File: src/common/boot_pkg.sv
package boot_pkg;
	localparam int             ADDR_W          = 24;
	localparam int             WORD_W          = 16;
	localparam logic [4:0]     SAMPLE_CYCLES   = 5'h1e;
	// strap codes
	localparam logic [3:0]     MODE_NOBOOT_A   = 4'h0;
	localparam logic [3:0]     MODE_SPI24      = 4'h1;
	localparam logic [3:0]     MODE_RSV_FIRST  = 4'h2;
	localparam logic [3:0]     MODE_RSV_LAST   = 4'h7;
	localparam logic [3:0]     MODE_NOBOOT_B   = 4'h8;
	localparam logic [3:0]     MODE_SPI16      = 4'h9;
	localparam logic [3:0]     MODE_XMEM8      = 4'ha;
	localparam logic [3:0]     MODE_XMEM16     = 4'hb;
	localparam logic [3:0]     MODE_XMEM32     = 4'hc;
	localparam logic [3:0]     MODE_HOST       = 4'hd;
	localparam logic [3:0]     MODE_SER16      = 4'he;
	localparam logic [3:0]     MODE_SER8       = 4'hf;
	// boot source and option codes
	localparam logic [2:0]     SRC_NONE        = 3'h0;
	localparam logic [2:0]     SRC_SPI         = 3'h1;
	localparam logic [2:0]     SRC_XMEM        = 3'h2;
	localparam logic [2:0]     SRC_HOST        = 3'h3;
	localparam logic [2:0]     SRC_SERIAL      = 3'h4;
	localparam logic [2:0]     SRC_RESERVED    = 3'h7;
	localparam logic [1:0]     OPT_SPI_ADDR16  = 2'h0;
	localparam logic [1:0]     OPT_SPI_ADDR24  = 2'h1;
	localparam logic [1:0]     OPT_WIDTH8      = 2'h0;
	localparam logic [1:0]     OPT_WIDTH16     = 2'h1;
	localparam logic [1:0]     OPT_WIDTH32     = 2'h2;
	// processor state values
	localparam logic [23:0]    DATA_STACK_INIT = 24'h000090;
	localparam logic [23:0]    SYS_STACK_INIT  = 24'h000080;
	localparam logic [1:0]     STACK_32_SLOW   = 2'h0;
	localparam logic [23:0]    SCRATCH_HI_ADDR = 24'h000060;
	localparam logic [23:0]    SCRATCH_LO_ADDR = 24'h000061;
	// address map
	localparam logic [23:0]    ROM_BOOT_ADDR   = 24'hff8000;
	localparam logic [23:0]    ROM_SINE_ADDR   = 24'hfffa00;
	localparam logic [23:0]    ROM_VECTOR_ADDR = 24'hffff00;
	localparam logic [23:0]    HOST_ENTRY_ADDR = 24'h010000;
	// boot table port address that means a delay entry
	localparam logic [15:0]    DELAY_MARK      = 16'hffff;
endpackage : boot_pkg

File: src/logic/delay_timer.sv
`timescale 1ns/1ps
module delay_timer #(
	parameter int W = 16
) (
	input  wire logic         clk,
	input  wire logic         reset,
	input  wire logic         load,
	input  wire logic [W-1:0] count,
	output logic              busy
);
	logic [W-1:0] cnt_r;

	// busy for exactly count cycles after the load edge
	always_ff @(posedge clk) begin
		if (reset) begin
			cnt_r <= '0;
		end else if (load) begin
			cnt_r <= count;
		end else if (cnt_r != '0) begin
			cnt_r <= cnt_r - W'(1);
		end
	end

	assign busy = (cnt_r != '0);
endmodule : delay_timer

File: src/logic/boot_sequencer.sv
`timescale 1ns/1ps
module boot_sequencer
	import boot_pkg::*;
#(
	parameter logic [23:0] CS3_VECTOR_ADDR = 24'hffff00,
	parameter int          DELAY_W         = 16
) (
	// clock and reset
	input  wire logic              CLK,
	input  wire logic              RESET,
	// boot mode straps
	input  wire logic              GP_LINE_ONE_IN,
	input  wire logic              GP_LINE_TWO_IN,
	input  wire logic              GP_LINE_THREE_IN,
	input  wire logic              BOOT_SOURCE_STRAPS_BIT3,
	// handshake pin
	output logic                   BOOT_HANDSHAKE_LINE_OUT,
	output logic                   BOOT_HANDSHAKE_LINE_OE_N,
	// host port
	input  wire logic              HOST_RESET_FLAG,
	// boot table word stream
	input  wire logic              TABLE_VALID,
	input  wire logic [WORD_W-1:0] TABLE_DATA,
	output logic                   TABLE_READY,
	// selected source
	output logic [3:0]             MODE_CODE,
	output logic [2:0]             BOOT_SOURCE,
	output logic [1:0]             SOURCE_OPTION,
	output logic                   ROM_MAPPED,
	// processor state
	output logic [ADDR_W-1:0]      DATA_STACK_POINTER,
	output logic [ADDR_W-1:0]      SYSTEM_STACK_POINTER,
	output logic [1:0]             STACK_MODE,
	output logic                   GLOBAL_INTERRUPT_MASK,
	output logic                   SIGN_EXTENSION_MODE,
	output logic                   LEGACY_COMPAT_MODE,
	// memory writes
	output logic                   MEM_WR,
	output logic [ADDR_W-1:0]      MEM_ADDR,
	output logic [WORD_W-1:0]      MEM_DATA,
	// port register writes
	output logic                   PORT_WR,
	output logic [WORD_W-1:0]      PORT_ADDR,
	output logic [WORD_W-1:0]      PORT_DATA,
	// execution
	output logic [ADDR_W-1:0]      PC_ADDR,
	output logic                   EXEC_VALID,
	output logic                   BOOT_HALTED
);
	typedef enum logic [3:0] {
		ST_WAIT, ST_INIT, ST_ENTRY_HI, ST_ENTRY_LO, ST_CFG_CNT, ST_CFG_ADDR,
		ST_CFG_DATA, ST_DELAY, ST_SEC_LEN, ST_DEST_HI, ST_DEST_LO, ST_SEC_DATA,
		ST_HOST_POLL, ST_FINISH, ST_RUN, ST_HALT
	} boot_state_e;

	boot_state_e         state_r;
	boot_state_e         state_nxt;
	logic [4:0]          samp_cnt_r;
	logic                sampled_r;
	logic [ADDR_W-1:0]   entry_r;
	logic [WORD_W-1:0]   cfg_cnt_r;
	logic [WORD_W-1:0]   port_addr_r;
	logic [WORD_W-1:0]   sec_len_r;
	logic [ADDR_W-1:0]   dest_r;
	logic                accept;
	logic                sample_now;
	logic                delay_load;
	logic                delay_busy;
	logic                is_noboot;
	logic                is_host;
	logic                is_reserved;
	logic                table_mode_r;

	assign accept      = TABLE_VALID & TABLE_READY;
	assign sample_now  = (state_r == ST_WAIT) && (samp_cnt_r == SAMPLE_CYCLES - 5'h01);
	assign is_noboot   = (MODE_CODE == MODE_NOBOOT_A) || (MODE_CODE == MODE_NOBOOT_B);
	assign is_host     = (MODE_CODE == MODE_HOST);
	assign is_reserved = (MODE_CODE >= MODE_RSV_FIRST) && (MODE_CODE <= MODE_RSV_LAST);
	assign delay_load  = (state_r == ST_CFG_DATA) && accept && (port_addr_r == DELAY_MARK);

	delay_timer #(
		.W (DELAY_W)
	) u_delay (
		.clk   (CLK),
		.reset (RESET),
		.load  (delay_load),
		.count (TABLE_DATA[DELAY_W-1:0]),
		.busy  (delay_busy)
	);

	// sequence control; every reset restarts from the sampling wait
	always_comb begin
		state_nxt = state_r;
		case (state_r)
			ST_WAIT: begin
				if (sample_now) state_nxt = ST_INIT;
			end
			ST_INIT: begin
				if (is_noboot) state_nxt = ST_RUN;
				else if (is_reserved) state_nxt = ST_HALT;
				else if (is_host) state_nxt = ST_HOST_POLL;
				else state_nxt = ST_ENTRY_HI;
			end
			ST_ENTRY_HI: begin
				if (accept) state_nxt = ST_ENTRY_LO;
			end
			ST_ENTRY_LO: begin
				if (accept) state_nxt = ST_CFG_CNT;
			end
			ST_CFG_CNT: begin
				if (accept) state_nxt = (TABLE_DATA == '0) ? ST_SEC_LEN : ST_CFG_ADDR;
			end
			ST_CFG_ADDR: begin
				if (accept) state_nxt = ST_CFG_DATA;
			end
			ST_CFG_DATA: begin
				if (accept) begin
					if (port_addr_r == DELAY_MARK) state_nxt = ST_DELAY;
					else if (cfg_cnt_r == WORD_W'(1)) state_nxt = ST_SEC_LEN;
					else state_nxt = ST_CFG_ADDR;
				end
			end
			ST_DELAY: begin
				if (!delay_busy) state_nxt = (cfg_cnt_r == '0) ? ST_SEC_LEN : ST_CFG_ADDR;
			end
			ST_SEC_LEN: begin
				if (accept) state_nxt = (TABLE_DATA == '0) ? ST_FINISH : ST_DEST_HI;
			end
			ST_DEST_HI: begin
				if (accept) state_nxt = ST_DEST_LO;
			end
			ST_DEST_LO: begin
				if (accept) state_nxt = ST_SEC_DATA;
			end
			ST_SEC_DATA: begin
				if (accept && sec_len_r == WORD_W'(1)) state_nxt = ST_SEC_LEN;
			end
			ST_HOST_POLL: begin
				if (HOST_RESET_FLAG) state_nxt = ST_RUN;
			end
			ST_FINISH: begin
				state_nxt = ST_RUN;
			end
			default: begin
				state_nxt = state_r;
			end
		endcase
	end

	// strap sampling and state register
	always_ff @(posedge CLK) begin
		if (RESET) begin
			state_r    <= ST_WAIT;
			samp_cnt_r <= '0;
			sampled_r  <= 1'h0;
			MODE_CODE  <= '0;
		end else begin
			state_r <= state_nxt;
			if (state_r == ST_WAIT) samp_cnt_r <= samp_cnt_r + 5'h01;
			if (sample_now) begin
				sampled_r <= 1'h1;
				MODE_CODE <= {BOOT_SOURCE_STRAPS_BIT3, GP_LINE_THREE_IN,
				              GP_LINE_TWO_IN, GP_LINE_ONE_IN};
			end
		end
	end

	// source decode, ROM mapping and halt
	always_ff @(posedge CLK) begin
		if (RESET) begin
			BOOT_SOURCE   <= SRC_NONE;
			SOURCE_OPTION <= '0;
			ROM_MAPPED    <= 1'h1;
			BOOT_HALTED   <= 1'h0;
			table_mode_r  <= 1'h0;
		end else begin
			if (state_r == ST_INIT) begin
				table_mode_r <= !is_noboot && !is_host && !is_reserved;
				if (is_noboot) ROM_MAPPED <= 1'h0;
				case (MODE_CODE)
					MODE_NOBOOT_A, MODE_NOBOOT_B: begin
						BOOT_SOURCE <= SRC_NONE;
					end
					MODE_SPI24: begin
						BOOT_SOURCE   <= SRC_SPI;
						SOURCE_OPTION <= OPT_SPI_ADDR24;
					end
					MODE_SPI16: begin
						BOOT_SOURCE   <= SRC_SPI;
						SOURCE_OPTION <= OPT_SPI_ADDR16;
					end
					MODE_XMEM8: begin
						BOOT_SOURCE   <= SRC_XMEM;
						SOURCE_OPTION <= OPT_WIDTH8;
					end
					MODE_XMEM16: begin
						BOOT_SOURCE   <= SRC_XMEM;
						SOURCE_OPTION <= OPT_WIDTH16;
					end
					MODE_XMEM32: begin
						BOOT_SOURCE   <= SRC_XMEM;
						SOURCE_OPTION <= OPT_WIDTH32;
					end
					MODE_HOST: begin
						BOOT_SOURCE <= SRC_HOST;
					end
					MODE_SER16: begin
						BOOT_SOURCE   <= SRC_SERIAL;
						SOURCE_OPTION <= OPT_WIDTH16;
					end
					MODE_SER8: begin
						BOOT_SOURCE   <= SRC_SERIAL;
						SOURCE_OPTION <= OPT_WIDTH8;
					end
					default: begin
						BOOT_SOURCE <= SRC_RESERVED;
					end
				endcase
			end
			BOOT_HALTED <= (state_nxt == ST_HALT);
		end
	end

	// processor state set up by the boot program
	always_ff @(posedge CLK) begin
		if (RESET) begin
			DATA_STACK_POINTER    <= '0;
			SYSTEM_STACK_POINTER  <= '0;
			STACK_MODE            <= STACK_32_SLOW;
			GLOBAL_INTERRUPT_MASK <= 1'h1;
			SIGN_EXTENSION_MODE   <= 1'h1;
			LEGACY_COMPAT_MODE    <= 1'h1;
		end else if (state_r == ST_INIT && !is_noboot) begin
			DATA_STACK_POINTER    <= DATA_STACK_INIT;
			SYSTEM_STACK_POINTER  <= SYS_STACK_INIT;
			STACK_MODE            <= STACK_32_SLOW;
			GLOBAL_INTERRUPT_MASK <= 1'h1;
			SIGN_EXTENSION_MODE   <= 1'h0;
			LEGACY_COMPAT_MODE    <= 1'h1;
		end else if (state_nxt == ST_RUN && state_r != ST_RUN) begin
			SIGN_EXTENSION_MODE <= 1'h1;
		end
	end

	// boot table fields
	always_ff @(posedge CLK) begin
		if (RESET) begin
			entry_r     <= '0;
			cfg_cnt_r   <= '0;
			port_addr_r <= '0;
			sec_len_r   <= '0;
			dest_r      <= '0;
		end else if (accept) begin
			case (state_r)
				ST_ENTRY_HI: entry_r[23:16] <= TABLE_DATA[7:0];
				ST_ENTRY_LO: entry_r[15:0] <= TABLE_DATA;
				ST_CFG_CNT:  cfg_cnt_r <= TABLE_DATA;
				ST_CFG_ADDR: port_addr_r <= TABLE_DATA;
				ST_CFG_DATA: cfg_cnt_r <= cfg_cnt_r - WORD_W'(1);
				ST_SEC_LEN:  sec_len_r <= TABLE_DATA;
				ST_DEST_HI:  dest_r[23:16] <= TABLE_DATA[7:0];
				ST_DEST_LO:  dest_r[15:0] <= TABLE_DATA;
				ST_SEC_DATA: begin
					dest_r    <= dest_r + ADDR_W'(1);
					sec_len_r <= sec_len_r - WORD_W'(1);
				end
				default: begin
				end
			endcase
		end
	end

	// memory and port register writes
	always_ff @(posedge CLK) begin
		if (RESET) begin
			MEM_WR    <= 1'h0;
			MEM_ADDR  <= '0;
			MEM_DATA  <= '0;
			PORT_WR   <= 1'h0;
			PORT_ADDR <= '0;
			PORT_DATA <= '0;
		end else begin
			MEM_WR  <= 1'h0;
			PORT_WR <= 1'h0;
			if (accept && state_r == ST_ENTRY_HI) begin
				MEM_WR   <= 1'h1;
				MEM_ADDR <= SCRATCH_HI_ADDR;
				MEM_DATA <= {8'h00, TABLE_DATA[7:0]};
			end else if (accept && state_r == ST_ENTRY_LO) begin
				MEM_WR   <= 1'h1;
				MEM_ADDR <= SCRATCH_LO_ADDR;
				MEM_DATA <= TABLE_DATA;
			end else if (accept && state_r == ST_SEC_DATA) begin
				MEM_WR   <= 1'h1;
				MEM_ADDR <= dest_r;
				MEM_DATA <= TABLE_DATA;
			end
			if (accept && state_r == ST_CFG_DATA && port_addr_r != DELAY_MARK) begin
				PORT_WR   <= 1'h1;
				PORT_ADDR <= port_addr_r;
				PORT_DATA <= TABLE_DATA;
			end
		end
	end

	// table flow, execution hand-over and handshake pin
	always_ff @(posedge CLK) begin
		if (RESET) begin
			TABLE_READY              <= 1'h0;
			PC_ADDR                  <= ROM_VECTOR_ADDR;
			EXEC_VALID               <= 1'h0;
			BOOT_HANDSHAKE_LINE_OUT  <= 1'h0;
			BOOT_HANDSHAKE_LINE_OE_N <= 1'h1;
		end else begin
			TABLE_READY <= (state_nxt == ST_ENTRY_HI) || (state_nxt == ST_ENTRY_LO) ||
			               (state_nxt == ST_CFG_CNT) || (state_nxt == ST_CFG_ADDR) ||
			               (state_nxt == ST_CFG_DATA) || (state_nxt == ST_SEC_LEN) ||
			               (state_nxt == ST_DEST_HI) || (state_nxt == ST_DEST_LO) ||
			               (state_nxt == ST_SEC_DATA);
			EXEC_VALID <= (state_nxt == ST_RUN);
			if (sample_now) begin
				PC_ADDR <= ROM_BOOT_ADDR;
			end else if (state_nxt == ST_RUN && state_r != ST_RUN) begin
				if (state_r == ST_INIT) PC_ADDR <= CS3_VECTOR_ADDR;
				else if (state_r == ST_HOST_POLL) PC_ADDR <= HOST_ENTRY_ADDR;
				else PC_ADDR <= entry_r;
			end
			if (state_r == ST_INIT && !is_noboot && !is_host && !is_reserved) begin
				BOOT_HANDSHAKE_LINE_OE_N <= 1'h0;
			end
			if (!BOOT_HANDSHAKE_LINE_OE_N) begin
				BOOT_HANDSHAKE_LINE_OUT <= (state_nxt == ST_DELAY) ||
				                           (state_nxt == ST_RUN);
			end
		end
	end
endmodule : boot_sequencer

File: config.mk
export PLATFORM = sky130hd
export DESIGN_NAME = boot_sequencer
export DESIGN_NICKNAME = d
export VERILOG_FILES = /design/src/common/boot_pkg.sv /design/src/logic/delay_timer.sv /design/src/logic/boot_sequencer.sv
export SDC_FILE = /design/constraint.sdc
export NUM_CORES = 1
export LEC_CHECK = 0
export BUFFER_PORTS_ARGS = -buffer_cell sky130_fd_sc_hd__buf_2
export CAP_MARGIN = 20
export CORE_MARGIN = 10
export CORE_UTILIZATION = 40
export DETAILED_ROUTE_END_ITERATION = 10
export PLACE_DENSITY_LB_ADDON = 0.1
export SKIP_CTS_REPAIR_TIMING = 1
export SLEW_MARGIN = 20
export SYNTH_ARGS = -nofsm -noshare
export SYNTH_HDL_FRONTEND = slang
export SYNTH_SLANG_ARGS = --single-unit
export TNS_END_PERCENT = 10
File: constraint.sdc
create_clock -name CLK -period 6.69 [get_ports CLK]
set_input_delay 1.338 -clock CLK [delete_from_list [all_inputs] [get_ports CLK]]
set_output_delay 1.338 -clock CLK [all_outputs]
set_load 0.005 [all_outputs]
==> impl_metrics.csv <==
group,metric,value,unit
timing,setup-tns-final,0,ns
route,post_drt_via_cell_ratio,5.40,
power,intPower,2560,uW
floorplanning,io-pin-count,190,
cells_and_area,final_net_count,1563,
cells_and_area,layout-drive-gt1-share,0.142,
floorplanning,height_of_the_die,188,um
clock_network,htreeDepth,1,
setup_path,path_max_fanout,21,
grt,via_count_of_the_first_global_routing_pass,9871,
grt,antenna_found_initial,0,
route,post-route-drc-count,0,
logic_synthesis,synthArstFlopShare,0,
logic_synthesis,postSynthAreaPerCell,7.74,um^2
route,drt-pass1-iter-count,7,
timing,finalSetupViolations,0,
logic_synthesis,yosys_warnings,0,
logic_synthesis,main_combinational_cell_family_by_area_after_synthesis,"simple AND/OR/NAND/NOR gates",
logic_synthesis,synth_xor_xnor_area_share,0.0163,
floorplanning,start_util,0.406,
timing,slew_margin_rel,0.282,
place,port-buffer-count,140,
route,vias,10400,
hold_path,timing.hold.worst.class,"reg -> reg",
timing,setup_repair_after_global_routing_missed_its_margin,"false",
place,gp_congestion,0.866,
clock_network,clock_tree_buf_depth,3,
clock_network,clock_latency,0.54,ns
power,ir_worst_vdd,0.177,mV
setup_path,critPathRequiredTime,7.15,ns
timing,finalCritPeriodShare,0.602,
power,share_seq_of_total_power,0.432,
power,power.share.switching,0.250,
setup_path,end_kind,"flop",
logic_synthesis,synth_adder_area_share,0.00996,
logic_synthesis,synthTopCellsByArea,"sky130_fd_sc_hd__dfxtp_1 (42%), sky130_fd_sc_hd__nand2_1 (9.0%), sky130_fd_sc_hd__a21oi_1 (7.0%)",
setup_path,critPathLaunch,"state_r[0]",
logic_synthesis,post-synth-top-area-fraction,0.418,
clock_network,clock_sinks,236,
logic_synthesis,ys_types,71,
setup_path,ff2ff_setup_slack,2.66,ns
logic_synthesis,ys_ff_latch,236,
timing,slew_violations,0,
setup_path,timing_worst_setup_path_type,"reg -> reg",
route,final_antenna_net_count,0,
cells_and_area,post-route-cell-area,0.0129,mm^2
power,power.share.combinational,0.107,
floorplanning,design.core.area,0.0279,mm^2
job,maxCapViolations,0,
logic_synthesis,syn-cell-area,0.0113,mm^2
cells_and_area,antennaDiodeCount,0,
setup_path,startpoint_type,"flop",
timing,min_period,4.03,ns
cells_and_area,post_route_utilization,0.464,
power,power_density,264,mW/mm^2
cells_and_area,area_delta_synth_final,14.3,%
route,drt_iter0_markers,799,
cells_and_area,most-common-layout-cells,"sky130_fd_sc_hd__nand2_1 (272), sky130_fd_sc_hd__dfxtp_1 (236), sky130_fd_sc_hd__nor2_1 (161), sky130_fd_sc_hd__a21oi_1 (158), sky130_fd_sc_hd__buf_2 (139)",
power,clockPowerShare,0.461,
timing,clock_skew,0.0121,ns
grt,grt_first_pass_wirelength,56500,um
place,placed_area,0.0119,mm^2
cells_and_area,mostFrequentLayoutCell,"sky130_fd_sc_hd__nand2_1",
power,netSwitchingPower,854,uW
power,power,3410,uW
place,detailed_place_hpwl,24000,um
cells_and_area,fill_cells,2823,
clock_network,clock_tree_from_tritoncts,"built",
outcome,outcome,"finished clean",
grt,overflow,0,
timing,worst_slack,2.66,ns
power,p_leak,0.00519,uW
floorplanning,placementRows,61,
logic_synthesis,area_fraction_in_and_or_nand_and_nor_cells_after_synthesis,0.247,
floorplanning,die-area,0.0354,mm^2
clock_network,root_buffer,"sky130_fd_sc_hd__clkbuf_16",
logic_synthesis,synth_edf_count,0,
floorplanning,die_w,188,um
setup_path,crit_path_capture,"PC_ADDR[1]",
logic_synthesis,dominantRegCellSynth,"sky130_fd_sc_hd__dfxtp_1",
grt,maximum_number_of_pins_on_one_net_before_global_route_repair,88,
route,finalWirelength,35900,um
logic_synthesis,syn_inst,1460,
setup_path,regToRegEndpoint,"PC_ADDR[1]",
setup_path,reg2reg_depth,7,
timing,tightest_pin_transition,1.07,ns
timing,report.final.hold_viol_count,0,
clock_network,worst_setup_hold_path_clk_slew,0.06,ns
route,avgRoutedWirePerCell,18.7,um
logic_synthesis,area_fraction_in_compound_gates_after_synthesis,0.192,
grt,gr-usage-all-layers,0.192,
logic_synthesis,post-synth-top-area-cell,"sky130_fd_sc_hd__dfxtp_1",
timing,max_freq,248,MHz
place,dpl_worst_slack,2.24,ns
setup_path,worstReg2RegStart,"state_r[0]",
logic_synthesis,muxShareOfSynthArea,0.0363,
logic_synthesis,ys_seq_area_frac,0.418,
setup_path,worst-endpoint-arrival,4.49,ns
clock_network,cts_made_buffers,28,
==> power by group through the flow <==
| stage | Clock, uW | Combinational [uW] | Sequential, uW |
|---|---|---|---|
| floorplan | 0 | 306 | 1500 |
| global placement | 0 | 362 | 1510 |
| detailed placement | 0 | 361 | 1510 |
| CTS | 1610 | 365 | 1480 |
| global route | 1660 | 418 | 1480 |
| finish | 1580 | 364 | 1480 |
==> per-layer routing <==
metal / wire length, um / GRT usage
met5: 0 / 0
met4: 769 / 0.0471
met3: 2040 / 0.0321
met2: 17200 / 0.320
met1: 15900 / 0.253
==> synth_stat cells (3+ instances only) <==
library cell	instances
sky130_fd_sc_hd__or3_1	10
sky130_fd_sc_hd__buf_4	52
sky130_fd_sc_hd__nor3b_1	3
sky130_fd_sc_hd__a22oi_1	29
sky130_fd_sc_hd__o21ai_0	48
sky130_fd_sc_hd__mux2i_1	41
sky130_fd_sc_hd__or4_1	3
sky130_fd_sc_hd__ha_1	9
sky130_fd_sc_hd__xor2_1	12
sky130_fd_sc_hd__o41ai_1	15
sky130_fd_sc_hd__o21bai_1	7
sky130_fd_sc_hd__a21oi_1	159
sky130_fd_sc_hd__o22ai_1	8
sky130_fd_sc_hd__nor4b_1	3
sky130_fd_sc_hd__o31ai_1	16
sky130_fd_sc_hd__nor4_1	16
sky130_fd_sc_hd__or2_2	3
sky130_fd_sc_hd__nand2_1	272
sky130_fd_sc_hd__nand3b_1	3
sky130_fd_sc_hd__and4_1	4
sky130_fd_sc_hd__nand2b_1	19
sky130_fd_sc_hd__clkbuf_1	98
sky130_fd_sc_hd__buf_1	3
sky130_fd_sc_hd__nand4_1	15
sky130_fd_sc_hd__nor2b_1	4
sky130_fd_sc_hd__buf_2	3
sky130_fd_sc_hd__nor2_1	162
sky130_fd_sc_hd__dfxtp_1	236
sky130_fd_sc_hd__nand3_1	40
sky130_fd_sc_hd__o211ai_1	3
sky130_fd_sc_hd__and2_1	8
sky130_fd_sc_hd__a211oi_1	9
sky130_fd_sc_hd__a31oi_1	34
sky130_fd_sc_hd__nor3_1	33
sky130_fd_sc_hd__and3_1	7
sky130_fd_sc_hd__inv_1	15
sky130_fd_sc_hd__a21o_1	5
sky130_fd_sc_hd__xnor2_1	9
==> per-stage QoR <==
stage | std cells | hold slack, ns
5_1_grt | 1927 | 0.467
4_1_cts | 1927 | 0.452
3_5_place_dp | 1878 | 0.444
3_3_place_gp | 1878 | 0.440
6_report | 1927 | 0.450
2_1_floorplan | 1507 | 0.442
==> worst min path at each step <==
stage | from | to | slack [ns] | depth (start not counted)
6_report | PC_ADDR[7] | PC_ADDR[7] | 0.45 | 2
5_1_grt | PORT_DATA[8] | PORT_DATA[8] | 0.47 | 2
4_1_cts | PORT_DATA[1] | PORT_DATA[1] | 0.45 | 2
3_5_place_dp | PORT_DATA[1] | PORT_DATA[1] | 0.44 | 2
3_3_place_gp | PC_ADDR[7] | PC_ADDR[7] | 0.44 | 2
2_1_floorplan | dest_r[23] | MEM_ADDR[23] | 0.44 | 2
==> worst max-delay path: stages (launching register included) <==
cell and delay (ns):
sky130_fd_sc_hd__dfxtp_1 0.84, sky130_fd_sc_hd__nor4b_4 0.93, sky130_fd_sc_hd__o21ai_0 0.35, sky130_fd_sc_hd__nor3b_1 0.24, sky130_fd_sc_hd__o2111ai_1 0.20, sky130_fd_sc_hd__o22ai_1 0.34
sky130_fd_sc_hd__nor3_4 0.78, sky130_fd_sc_hd__mux2i_1 0.27
==> state kept, by name, summed over array words and instances (netlist names), 2 cells and up <==
register	count
BOOT_SOURCE	3
MEM_ADDR	24
MEM_DATA	16
MODE_CODE	4
PC_ADDR	24
PORT_ADDR	16
PORT_DATA	16
SOURCE_OPTION	2
cfg_cnt_r	16
dest_r	24
entry_r	24
port_addr_r	16
samp_cnt_r	5
sec_len_r	16
state_r	4
u_delay.cnt_r	16
==> layout make-up <==
| cell class | count | area, um^2 | share of cell area |
|---|---|---|---|
| clock buffer | 40 | 837 | 0.0648 |
| clock inverter | 9 | 124 | 0.00959 |
| inverter | 16 | 60.1 | 0.00465 |
| multi-input combinational | 1094 | 5880 | 0.456 |
| sequential | 236 | 4720 | 0.366 |
| tap | 378 | 473 | 0.0366 |
| timing repair buffer | 154 | 812 | 0.0629 |
==> cells by family (layout without fill, tap and decap cells) <==
| kind of cell | Yosys count | count (layout) |
|---|---|---|
| fa+ha+maj | 9 | 9 |
| simple gates | 619 | 619 |
| other cells | 2 | 49 |
| compound gates | 355 | 355 |
| buf+inv | 177 | 219 |
| mux | 41 | 41 |
| flops | 236 | 236 |
| xor+xnor | 21 | 21 |
Note: power is estimated with default switching activity, not from simulation.
